[config.mk]
export PLATFORM = sky130hd
export DESIGN_NAME = pcs_core
export DESIGN_NICKNAME = d
export VERILOG_FILES = /design/src/logic/pcs_pkg.sv /design/src/logic/pcs_stack.sv /design/src/logic/pcs_next.sv /design/src/logic/pcs_core.sv
export VERILOG_INCLUDE_DIRS = /design/src /design/src/logic
export SDC_FILE = /design/constraint.sdc
export NUM_CORES = 1
export LEC_CHECK = 0
export BUFFER_PORTS_ARGS = -buffer_cell sky130_fd_sc_hd__buf_2
export CAP_MARGIN = 20
export CORE_MARGIN = 2
export CORE_UTILIZATION = 50
export DETAILED_ROUTE_END_ITERATION = 8
export PLACE_DENSITY = 0.67
export SKIP_LAST_GASP = 1
export SYNTH_ARGS = -nofsm -noshare
export SYNTH_HDL_FRONTEND = slang
export SYNTH_SLANG_ARGS = --single-unit
[constraint.sdc]
create_clock -name hclk -period 3.95 [get_ports hclk]
set_clock_uncertainty 0.05 [all_clocks]
set_input_delay 0 -clock hclk [delete_from_list [all_inputs] [get_ports hclk]]
set_output_delay 0 -clock hclk [all_outputs]
set_load 0.02 [all_outputs]
[src/logic/pcs_params.svh]
`ifndef PCS_PARAMS_SVH
`define PCS_PARAMS_SVH

`define PCS_PC_W 15
`define PCS_HI_W 7
`define PCS_SP_W 5
`define PCS_DEPTH 16
`define PCS_IDX_W 13

// Register indices; byte address is four times the index
`define PCS_IDX_LOW 13'h0002
`define PCS_IDX_LATCH 13'h000A
`define PCS_IDX_SHADOW 13'h1FE7
`define PCS_IDX_SP 13'h1FED
`define PCS_IDX_TOS_LOW 13'h1FEE
`define PCS_IDX_TOS_HIGH 13'h1FEF

`define PCS_PC_RST 15'h0000
`define PCS_LATCH_RST 7'h00
`define PCS_SHADOW_RST 7'h00
`define PCS_SP_RST 5'h1F

// Call operand, latch page and branch operand field positions
`define PCS_CALL_LO 10
`define PCS_LATCH_PG 3
`define PCS_BR_IMM_MSB 8

`endif

[src/logic/pcs_pkg.sv]
package pcs_pkg;

  typedef enum logic [2:0] {
    PCS_OP_STEP = 3'h0,
    PCS_OP_WRITE_LOW = 3'h1,
    PCS_OP_ADD_LOW = 3'h2,
    PCS_OP_CALL_ABS = 3'h3,
    PCS_OP_CALL_W = 3'h4,
    PCS_OP_BR_WORK = 3'h5,
    PCS_OP_BR_IMM = 3'h6,
    PCS_OP_RETURN = 3'h7
  } pcs_kind_type;

  typedef struct packed {
    logic valid;
    pcs_kind_type kind;
    logic [10:0] operand;
    logic [7:0] working;
    logic [7:0] data;
  } pcs_op_type;

  typedef struct packed {
    logic push;
    logic pop;
    logic sp_wr;
    logic tos_low_wr;
    logic tos_high_wr;
    logic [14:0] data;
  } pcs_stack_req_type;

endpackage : pcs_pkg

[src/logic/pcs_stack.sv]
`timescale 1ns/1ps
`include "pcs_params.svh"

module pcs_stack
  import pcs_pkg::*;
(
  input wire logic hclk, // Core clock
  input wire logic hresetn, // Async reset, active low
  input wire pcs_stack_req_type req, // Push, pop and software writes
  output logic [4:0] sp, // Current stack pointer
  output logic [14:0] tos // Entry under the pointer
);

  logic [14:0] mem [`PCS_DEPTH];
  logic [4:0] sp_q;
  logic [4:0] sp_inc;

  assign sp_inc = sp_q + 5'h01;
  assign sp = sp_q;
  assign tos = mem[sp_q[3:0]];

  // Pointer wraps, so the stack behaves as a circular buffer
  always_ff @(posedge hclk or negedge hresetn) begin
    if (!hresetn) begin
      sp_q <= `PCS_SP_RST;
    end else if (req.push) begin
      sp_q <= sp_inc;
    end else if (req.pop) begin
      sp_q <= sp_q - 5'h01;
    end else if (req.sp_wr) begin
      sp_q <= req.data[4:0];
    end
  end

  // Storage needs no reset; contents are unknown until pushed
  always_ff @(posedge hclk) begin
    if (req.push) begin
      mem[sp_inc[3:0]] <= req.data;
    end else if (req.tos_low_wr) begin
      mem[sp_q[3:0]][7:0] <= req.data[7:0];
    end else if (req.tos_high_wr) begin
      mem[sp_q[3:0]][14:8] <= req.data[14:8];
    end
  end

endmodule : pcs_stack

[src/logic/pcs_next.sv]
`timescale 1ns/1ps
`include "pcs_params.svh"

module pcs_next
  import pcs_pkg::*;
(
  input wire logic [14:0] pc, // Current counter
  input wire logic [6:0] latch, // High-address latch
  input wire logic [14:0] tos, // Top of return stack
  input wire pcs_op_type op, // Decoded operation
  output logic [14:0] next_pc, // Counter after the operation
  output logic [14:0] ret_pc // Return address to push
);

  logic [14:0] inc;
  logic [14:0] imm_ofs;
  logic [7:0] low_sum;

  assign inc = pc + 15'h0001;
  assign ret_pc = inc;
  assign imm_ofs = {{6{op.operand[`PCS_BR_IMM_MSB]}}, op.operand[`PCS_BR_IMM_MSB:0]};
  // Sum is cut to eight bits so no carry reaches the upper part
  assign low_sum = inc[7:0] + op.working;

  always_comb begin
    next_pc = inc;
    if (op.valid) begin
      unique case (op.kind)
        PCS_OP_STEP: next_pc = inc;
        PCS_OP_WRITE_LOW: next_pc = {latch, op.data};
        PCS_OP_ADD_LOW: next_pc = {latch, low_sum};
        PCS_OP_CALL_ABS: next_pc = {latch[6:`PCS_LATCH_PG], op.operand[`PCS_CALL_LO:0]};
        PCS_OP_CALL_W: next_pc = {latch, op.working};
        PCS_OP_BR_WORK: next_pc = inc + {7'h00, op.working};
        PCS_OP_BR_IMM: next_pc = inc + imm_ofs;
        PCS_OP_RETURN: next_pc = tos;
      endcase
    end else begin
      next_pc = pc;
    end
  end

endmodule : pcs_next

[src/logic/pcs_core.sv]
// The AHB-Lite slave port was left to the implementer.
`timescale 1ns/1ps
`include "pcs_params.svh"

module pcs_core
  import pcs_pkg::*;
(
  input wire logic hclk, // Core clock
  input wire logic hresetn, // Async reset, active low
  input wire logic hsel, // Slave select
  input wire logic [31:0] haddr, // Byte address
  input wire logic [1:0] htrans, // Transfer type
  input wire logic hwrite, // Write when high
  input wire logic [2:0] hsize, // Transfer size, word only
  input wire logic hready, // Bus ready in
  input wire logic [31:0] hwdata, // Write data
  output logic [31:0] hrdata, // Read data, registered
  output logic hreadyout, // Slave ready
  output logic hresp, // Always OKAY
  input wire pcs_op_type op, // Operation from the decoder
  output logic [14:0] fetch_addr, // Counter, fetch address
  output logic [6:0] latch_out, // High-address latch
  output logic [4:0] stack_ptr // Stack pointer
);

  logic [14:0] pc_q;
  logic [14:0] pc_d;
  logic [6:0] latch_q;
  logic [6:0] shadow_q;
  logic ph_q;
  logic wr_q;
  logic rd_done_q;
  logic [12:0] idx_q;
  logic [31:0] rdata_q;
  logic [31:0] rd_val;
  logic accept;
  logic bus_wr;
  logic rd_wait;
  logic [14:0] op_pc;
  logic [14:0] ret_pc;
  logic [14:0] tos;
  logic [4:0] sp;
  logic is_call;
  logic is_return;
  logic wr_low;
  logic wr_latch;
  logic wr_shadow;
  logic wr_sp;
  logic wr_tos_low;
  logic wr_tos_high;
  pcs_stack_req_type sreq;

  // Bus slave: writes take no wait state, reads one
  assign accept = hsel && htrans[1] && hready;
  assign rd_wait = ph_q && !wr_q && !rd_done_q;
  assign bus_wr = ph_q && wr_q;
  assign hreadyout = !rd_wait;
  assign hresp = 1'b0;
  assign hrdata = rdata_q;

  // Capture only while ready, so a request held through a wait state is not taken twice
  always_ff @(posedge hclk or negedge hresetn) begin
    if (!hresetn) begin
      ph_q <= 1'b0;
    end else if (hready) begin
      ph_q <= accept;
    end
  end

  always_ff @(posedge hclk or negedge hresetn) begin
    if (!hresetn) begin
      wr_q <= 1'b0;
    end else if (hready) begin
      wr_q <= hwrite;
    end
  end

  always_ff @(posedge hclk or negedge hresetn) begin
    if (!hresetn) begin
      idx_q <= 13'h0000;
    end else if (hready) begin
      idx_q <= haddr[14:2];
    end
  end

  always_ff @(posedge hclk or negedge hresetn) begin
    if (!hresetn) begin
      rd_done_q <= 1'b0;
    end else begin
      rd_done_q <= rd_wait;
    end
  end

  // Read data is loaded in the wait cycle and then stands until the next read
  always_ff @(posedge hclk or negedge hresetn) begin
    if (!hresetn) begin
      rdata_q <= 32'h0000_0000;
    end else if (rd_wait) begin
      rdata_q <= rd_val;
    end
  end

  // One strobe per register keeps the write decode in a single place
  assign wr_low = bus_wr && idx_q == `PCS_IDX_LOW;
  assign wr_latch = bus_wr && idx_q == `PCS_IDX_LATCH;
  assign wr_shadow = bus_wr && idx_q == `PCS_IDX_SHADOW;
  assign wr_sp = bus_wr && idx_q == `PCS_IDX_SP;
  assign wr_tos_low = bus_wr && idx_q == `PCS_IDX_TOS_LOW;
  assign wr_tos_high = bus_wr && idx_q == `PCS_IDX_TOS_HIGH;

  // Unmapped reads return zero; upper counter bits have no index
  always_comb begin
    rd_val = 32'h0000_0000;
    unique case (idx_q)
      `PCS_IDX_LOW: rd_val[7:0] = pc_q[7:0];
      `PCS_IDX_LATCH: rd_val[6:0] = latch_q;
      `PCS_IDX_SHADOW: rd_val[6:0] = shadow_q;
      `PCS_IDX_SP: rd_val[4:0] = sp;
      `PCS_IDX_TOS_LOW: rd_val[7:0] = tos[7:0];
      `PCS_IDX_TOS_HIGH: rd_val[6:0] = tos[14:8];
      default: rd_val = 32'h0000_0000;
    endcase
  end

  always_ff @(posedge hclk or negedge hresetn) begin
    if (!hresetn) begin
      latch_q <= `PCS_LATCH_RST;
    end else if (wr_latch) begin
      latch_q <= hwdata[6:0];
    end
  end

  always_ff @(posedge hclk or negedge hresetn) begin
    if (!hresetn) begin
      shadow_q <= `PCS_SHADOW_RST;
    end else if (wr_shadow) begin
      shadow_q <= hwdata[6:0];
    end
  end

  pcs_next u_next (
    .pc(pc_q),
    .latch(latch_q),
    .tos(tos),
    .op(op),
    .next_pc(op_pc),
    .ret_pc(ret_pc)
  );

  // A decoder operation wins over a bus write in the same cycle
  always_comb begin
    pc_d = op_pc;
    if (!op.valid && wr_low) begin
      pc_d = {latch_q, hwdata[7:0]};
    end
  end

  always_ff @(posedge hclk or negedge hresetn) begin
    if (!hresetn) begin
      pc_q <= `PCS_PC_RST;
    end else begin
      pc_q <= pc_d;
    end
  end

  assign is_call = op.valid && (op.kind == PCS_OP_CALL_ABS || op.kind == PCS_OP_CALL_W);
  assign is_return = op.valid && op.kind == PCS_OP_RETURN;

  // Software stack writes give way to a call or return in the same cycle
  always_comb begin
    sreq.push = is_call;
    sreq.pop = is_return;
    sreq.sp_wr = wr_sp;
    sreq.tos_low_wr = wr_tos_low && !is_return;
    sreq.tos_high_wr = wr_tos_high && !is_return;
    sreq.data = is_call ? ret_pc : {hwdata[6:0], hwdata[7:0]};
  end

  pcs_stack u_stack (
    .hclk(hclk),
    .hresetn(hresetn),
    .req(sreq),
    .sp(sp),
    .tos(tos)
  );

  assign fetch_addr = pc_q;
  assign latch_out = latch_q;
  assign stack_ptr = sp;

endmodule : pcs_core

# Word-level counts from Yosys, hierarchy flattened
# Memories as Yosys holds them, arrays and structs flattened.
# Index checks and enable logic that the tools add are counted.
# W data, S select, Z words.
[word_totals]
regBits = 58
ram_bits = 240
in_bits = 105
out_inout_bits = 61
wordCells = 77
memories = 1
[mem_list]
columns = ["name", "words", "width", "rd", "rd_clocked_by_memory_dff", "write_ports", "line_no", "text"]
rows = [
  ["u_stack.mem", 16, 15, 1, 0, 1, "pcs_stack.sv:14", "logic [14:0] mem [`PCS_DEPTH];"],
]
[op_classes]
add_sub_neg = 6
n_eq_ne = 13
n_mux = 22
n_reduce_logical = 26
[op_table]
columns = ["op", "count"]
rows = [
  ["$pmux W15 S8", 1],
  ["$mux W15", 4],
  ["$eq A13 B13 Y1 const B", 4],
  ["$pmux W5 S6", 1],
  ["$logic_and A1 B1 Y1", 16],
  ["$add A15 B1 Y15 const B", 1],
  ["$add A15 B15 Y15", 1],
  ["$add A15 B8 Y15", 1],
  ["$mux W5", 3],
  ["$reduce_or A15 Y1", 1],
  ["$eq A13 B2 Y1 const B", 1],
  ["$eq A13 B4 Y1 const B", 1],
  ["$eq A3 B3 Y1 const B", 4],
  ["$pmux W2 S5", 1],
  ["$mux W1", 9],
  ["$add A8 B8 Y8", 1],
  ["$eq A3 B2 Y1 const B", 2],
  ["$add A5 B1 Y5 const B", 1],
  ["$logic_not A1 Y1", 5],
  ["$sub A5 B1 Y5 const B", 1],
  ["$mux W4", 1],
  ["$eq A3 B1 Y1 const B", 1],
  ["$logic_not A3 Y1", 1],
  ["$reduce_bool A3 Y1", 1],
  ["other kinds (4)", 4],
]

# Depth between registers and ports, before layout
[logic_depth]
word_depth = 10
depth_mapped = 14
depth_no_buf = 12

# Modules after synthesis
# Synthesis repeated with hierarchy kept, for this count alone.
[hier_totals]
hier_cells = 1106
area_unflattened_um2 = 15278.4
[by_module_without_submodules]
columns = ["module", "n_inst", "cells_per_inst", "area_per_inst_um2", "seq_area_each_um2"]
rows = [
  ["pcs_stack", 1, 521, 10054.6, 7338.3],
  ["pcs_core", 1, 231, 2851.5, 1326.3],
  ["pcs_next", 1, 354, 2372.3, 0.0],
]

# Least setup slack after synthesis
# Ideal clock, no wire load.
[synth_path]
path_type = "register to register"
start = "reg u_stack.sp_q[0] (netlist: u_stack.sp[0])"
end = "mem u_stack.mem[1][10], enable pin"
arrival_time_ps = 2827
required_time_ps = 3540
path_slack_ps = 713
stages_incl_launch_ff = 11
cell_sequence = "dfstp_2 > buf_6 > buf_4 > buf_2 > buf_2 > inv_1 > ha_1 > nor2_1 > a21oi_1 > or2_2 > nor2_1"
[synth_via]
elab_chain_cells = 2
[synth_rtl]
columns = ["element", "line_no", "text"]
rows = [
  ["start, declared", "pcs_stack.sv:15", "logic [4:0] sp_q;"],
  ["start signal, assigned", "pcs_stack.sv:25", "sp_q <= `PCS_SP_RST;"],
  ["start signal, assigned", "pcs_stack.sv:27", "sp_q <= sp_inc;"],
  ["start signal, assigned", "pcs_stack.sv:29", "sp_q <= sp_q - 5'h01;"],
  ["$add A5 B1 Y5", "pcs_stack.sv:18", "assign sp_inc = sp_q + 5'h01;"],
  ["$mux W4 (no source line) *", "-", ""],
  ["end, declared", "pcs_stack.sv:14", ""],
]
# Mark *: on every way between the ends. The rest lies on a longest branch, timed or not.

# Final worst setup path
[layout_path]
start = "reg pc_q[0] (netlist: fetch_addr[0])"
end = "reg pc_q[4] (netlist: fetch_addr[4])"
[layout_via]
elab_chain_cells = 5
[layout_rtl]
columns = ["element", "line_no", "text"]
rows = [
  ["start, declared", "pcs_core.sv:26", "logic [14:0] pc_q;"],
  ["start signal, assigned", "pcs_core.sv:160", "pc_q <= `PCS_PC_RST;"],
  ["start signal, assigned", "pcs_core.sv:162", "pc_q <= pc_d;"],
  ["$add A15 B1 Y15 *", "pcs_next.sv:19", "assign inc = pc + 15'h0001;"],
  ["$add A15 B15 Y15 (tied with other cells)", "pcs_next.sv:35", "PCS_OP_BR_IMM: next_pc = inc + imm_ofs;"],
  ["$pmux W15 S8 *", "pcs_next.sv:28", "unique case (op.kind)"],
  ["$mux W15 *", "pcs_next.sv:27", "if (op.valid) begin"],
  ["$mux W15 *", "pcs_core.sv:153", "if (!op.valid && wr_low) begin"],
]
# Mark *: on every way between the ends. The rest lies on a longest branch, timed or not. The select of a mux whose other input is x is not followed.
# A chain may end at the register's enable or synchronous reset.

==> results.ini <==
[routing]
drc=0
met2_length_mm=18.3
routedWlPerCell_um=23.2
via_count=9826
wl_met3_mm=2.25
drtAntennaViolNets=0
wl_met1_mm=15.5
initialDrtViolationCount=824
routed.top_layer=met4
post_drt_via_cell_ratio=6.05
wl_mm=37.7
first_pass_iters=5

[clock_tree]
clock_path_buffers=3
clock_sinks=298
htree_num_levels=1
worstSkewPairLatency_ps=570
cts_tree=yes
cts_inserted_buffers=31
clockRootBuffer=clkbuf_16
clkTransAtPathRegs_ps=70

[synthesis]
synth_top_area_share_pct=49.2
syn_area_um2=14600
yosysWarnings=0
ys_types=68
ys_seq_area_share_pct=59.2
synth-edff-count=240
synth_area_leaders=edfxtp_1 49%, mux4_2 12%, dfrtp_1 9.1%, mux2_2 2.8%, o21ai_0 2.2%
synth_ff_type=edfxtp_1
syn_inst=1034
async_flop_share_pct=19.5
synth_top_cell_by_area=edfxtp_1
syn_avg_cell_area_um2=14.2
synth_seq_cells=298

[floorplan]
rows=62
core_um2=28800
die-width_um=175
fp.dieH_um=175
die_area_um2=30700
start_util_pct=50.9
ioPinCount=166

[worst_setup_path]
worstPathArrival_ps=4200
critPathBufInv=6
cp_cell_sequence=buf_4 > inv_1 > ha_1 > inv_1 > fa_1 > inv_1 > a21oi_1 > o21bai_1 > xor2_1 > a221oi_1 > dlygate4sd3_1 > o21ai_0 > a21oi_1 > o21ai_0 > dlygate4sd3_1
reg2reg_from=fetch_addr[0]
rrSetupSlack_ps=140
startpoint=fetch_addr[0]
cp_slowest_cell=dlygate4sd3_1
cp_top_family=buffers and inverters
cp-end-kind=register
path_common_cell=inv_1
critPathKind=reg -> reg
slowest_delay_ps=580
cp.required_ps=4350
setup.worst_path.start_class=register
crit_path_max_fanout=14

[sta]
worst_slew_margin_rel_pct=41.5
fmax_mhz=263
fin_crit_ps=3810
worstMarginPinSlew_ps=874
min_period_over_period_pct=96.4
maxSlewViolCount=0
hold_viol_final=0
rsz0062_at_grt=yes
finalSetupTns_ps=0
setup_violations=0
final.setup.worst_slack_ps=143

[power]
ir_drop_uv=368
p_per_area_nw_per_um2=515
leakagePower_nw=6.24

[grt]
grt_pass1_wl_mm=57.5
antenna_found_initial=0
grt_max_degree=59
overflow=0
track_usage_pct=24.4
grt_pass1_vias=9690

[placement]
dpl.hpwl_mm=26.5
pre_cts_ws_ps=333
placed_cells=1505
port-buffer-count=93
place_area_um2=15600
routabilityCongestion=0.947

[cells_and_area]
fin_nets=1341
syn_to_final_growth_pct=17.6
design_area_um2=17200
multi_input_area_um2=5520
seq_area_um2=8670
fill_cells=2175
post-route-util_pct=59.8
drive_gt1_share_pct=27.1
instances_no_fill=1623

[run_status]
outcome=finished, final reports clean

[flow_run]
drv_cap=0

[min_path]
hold_start=op[14]
hp-class=in -> reg

-- cells in the final DEF, fill, tap and decap left out, types with 36 or more instances in the layout --
master         netlist  layout
edfxtp_1           240     240
buf_2               16      93
nor2_1              77      77
mux4_2              75      75
o21ai_0             63      60
dlygate4sd3_1        0      57
a21oi_1             54      54
dfrtp_1             53      53
buf_4               29      51
nand2_1             43      43
mux2_2              36      36
-- cell families after synthesis --
family | Yosys count | synth area share, %
AND/OR/NAND/NOR | 208 | 6.90
multiplexers | 130 | 15.6
XOR/XNOR | 39 | 2.53
buffers and inverters | 109 | 3.83
other | 1 | 0.0256
AO/OA/AOI/OAI | 223 | 9.67
flip-flops | 298 | 59.2
adder cells (fa/ha/maj) | 26 | 2.27
-- sequential cells by signal, indices dropped and copies added (netlist names) --
| name | count |
|---|---|
| fetch_addr | 15 |
| hrdata | 8 |
| idx_q | 13 |
| latch_out | 7 |
| ph_q | 1 |
| rd_done_q | 1 |
| shadow_q | 7 |
| u_stack.mem | 240 |
| u_stack.sp | 5 |
| wr_q | 1 |
-- final cells by class --
type / count / share of cell area [%]
sequential: 298 / 50.3
multi-input combinational: 651 / 32.0
timing repair buffer: 202 / 8.36
clock buffer: 32 / 4.53
tap: 384 / 2.79
clock inverter: 26 / 1.31
inverter: 29 / 0.632
antenna: 1 / 0.0145
-- worst min-delay path: cells and delay by family --
family                   cells  cell delay [ps]
AO/OA/AOI/OAI                2              250
buffers and inverters        1              110
XOR/XNOR                     1               80
adder cells (fa/ha/maj)      1              190
-- power by group --
part           switching, mW  internal, mW
Combinational           1.25          1.01
Clock                   1.24          1.59
Sequential             0.223          3.56
Total                   2.71          6.16
-- through the flow --
step / hold slack [ps] / total power [mW]
after global placement: 174 / 5.95
after floorplan: -346 / 5.30
after global routing: 95.1 / 9.24
after CTS: 26.8 / 8.88
after detailed placement: 167 / 5.97
final: 62.5 / 8.87
-- path summary, 6_finish.rpt --
path	endpoint	cells past startpoint
max in group asynchronous	fetch_addr[9]	3
min in group asynchronous	wr_q	3
setup reg to reg	fetch_addr[4]	15
setup / recovery	fetch_addr[4]	15
hold / removal	fetch_addr[6]	5
hold reg to reg	hrdata[1]	2
-- layer usage --
metal	track usage, %	up-vias
met5	0	-
met2	39.8	418
met3	3.48	104
met4	10.4	0
met1	33.1	4943
li1	-	4361
-- synth_stat cells (6+ instances only) --
cell	n
a221oi_1	10
edfxtp_1	240
nand4_1	10
a22oi_1	19
o21ai_1	7
o21ai_0	63
a211oi_1	10
a21o_1	6
buf_1	6
xor2_1	12
nand3_1	17
mux2i_1	19
a31oi_1	9
nand2_1	43
ha_1	21
or2_2	8
mux2_2	36
xnor2_1	25
nor2_1	77
buf_2	16
inv_1	28
mux4_2	75
and3_1	9
o211ai_1	7
nor3_1	14
clkbuf_1	26
buf_4	29
a21oi_1	54
dfrtp_1	53
-- what timing repair did --
| item | in CTS | in global routing |
|---|---|---|
| endpoints found under the hold margin | 105 | 0 |
| setup endpoints to repair | 0 | 2 |
| buffers inserted | 0 | 1 |
| hold buffers | 57 | 0 |
| gates resized for setup | 0 | 1 |
Note: power is estimated with default switching activity, not from simulation.
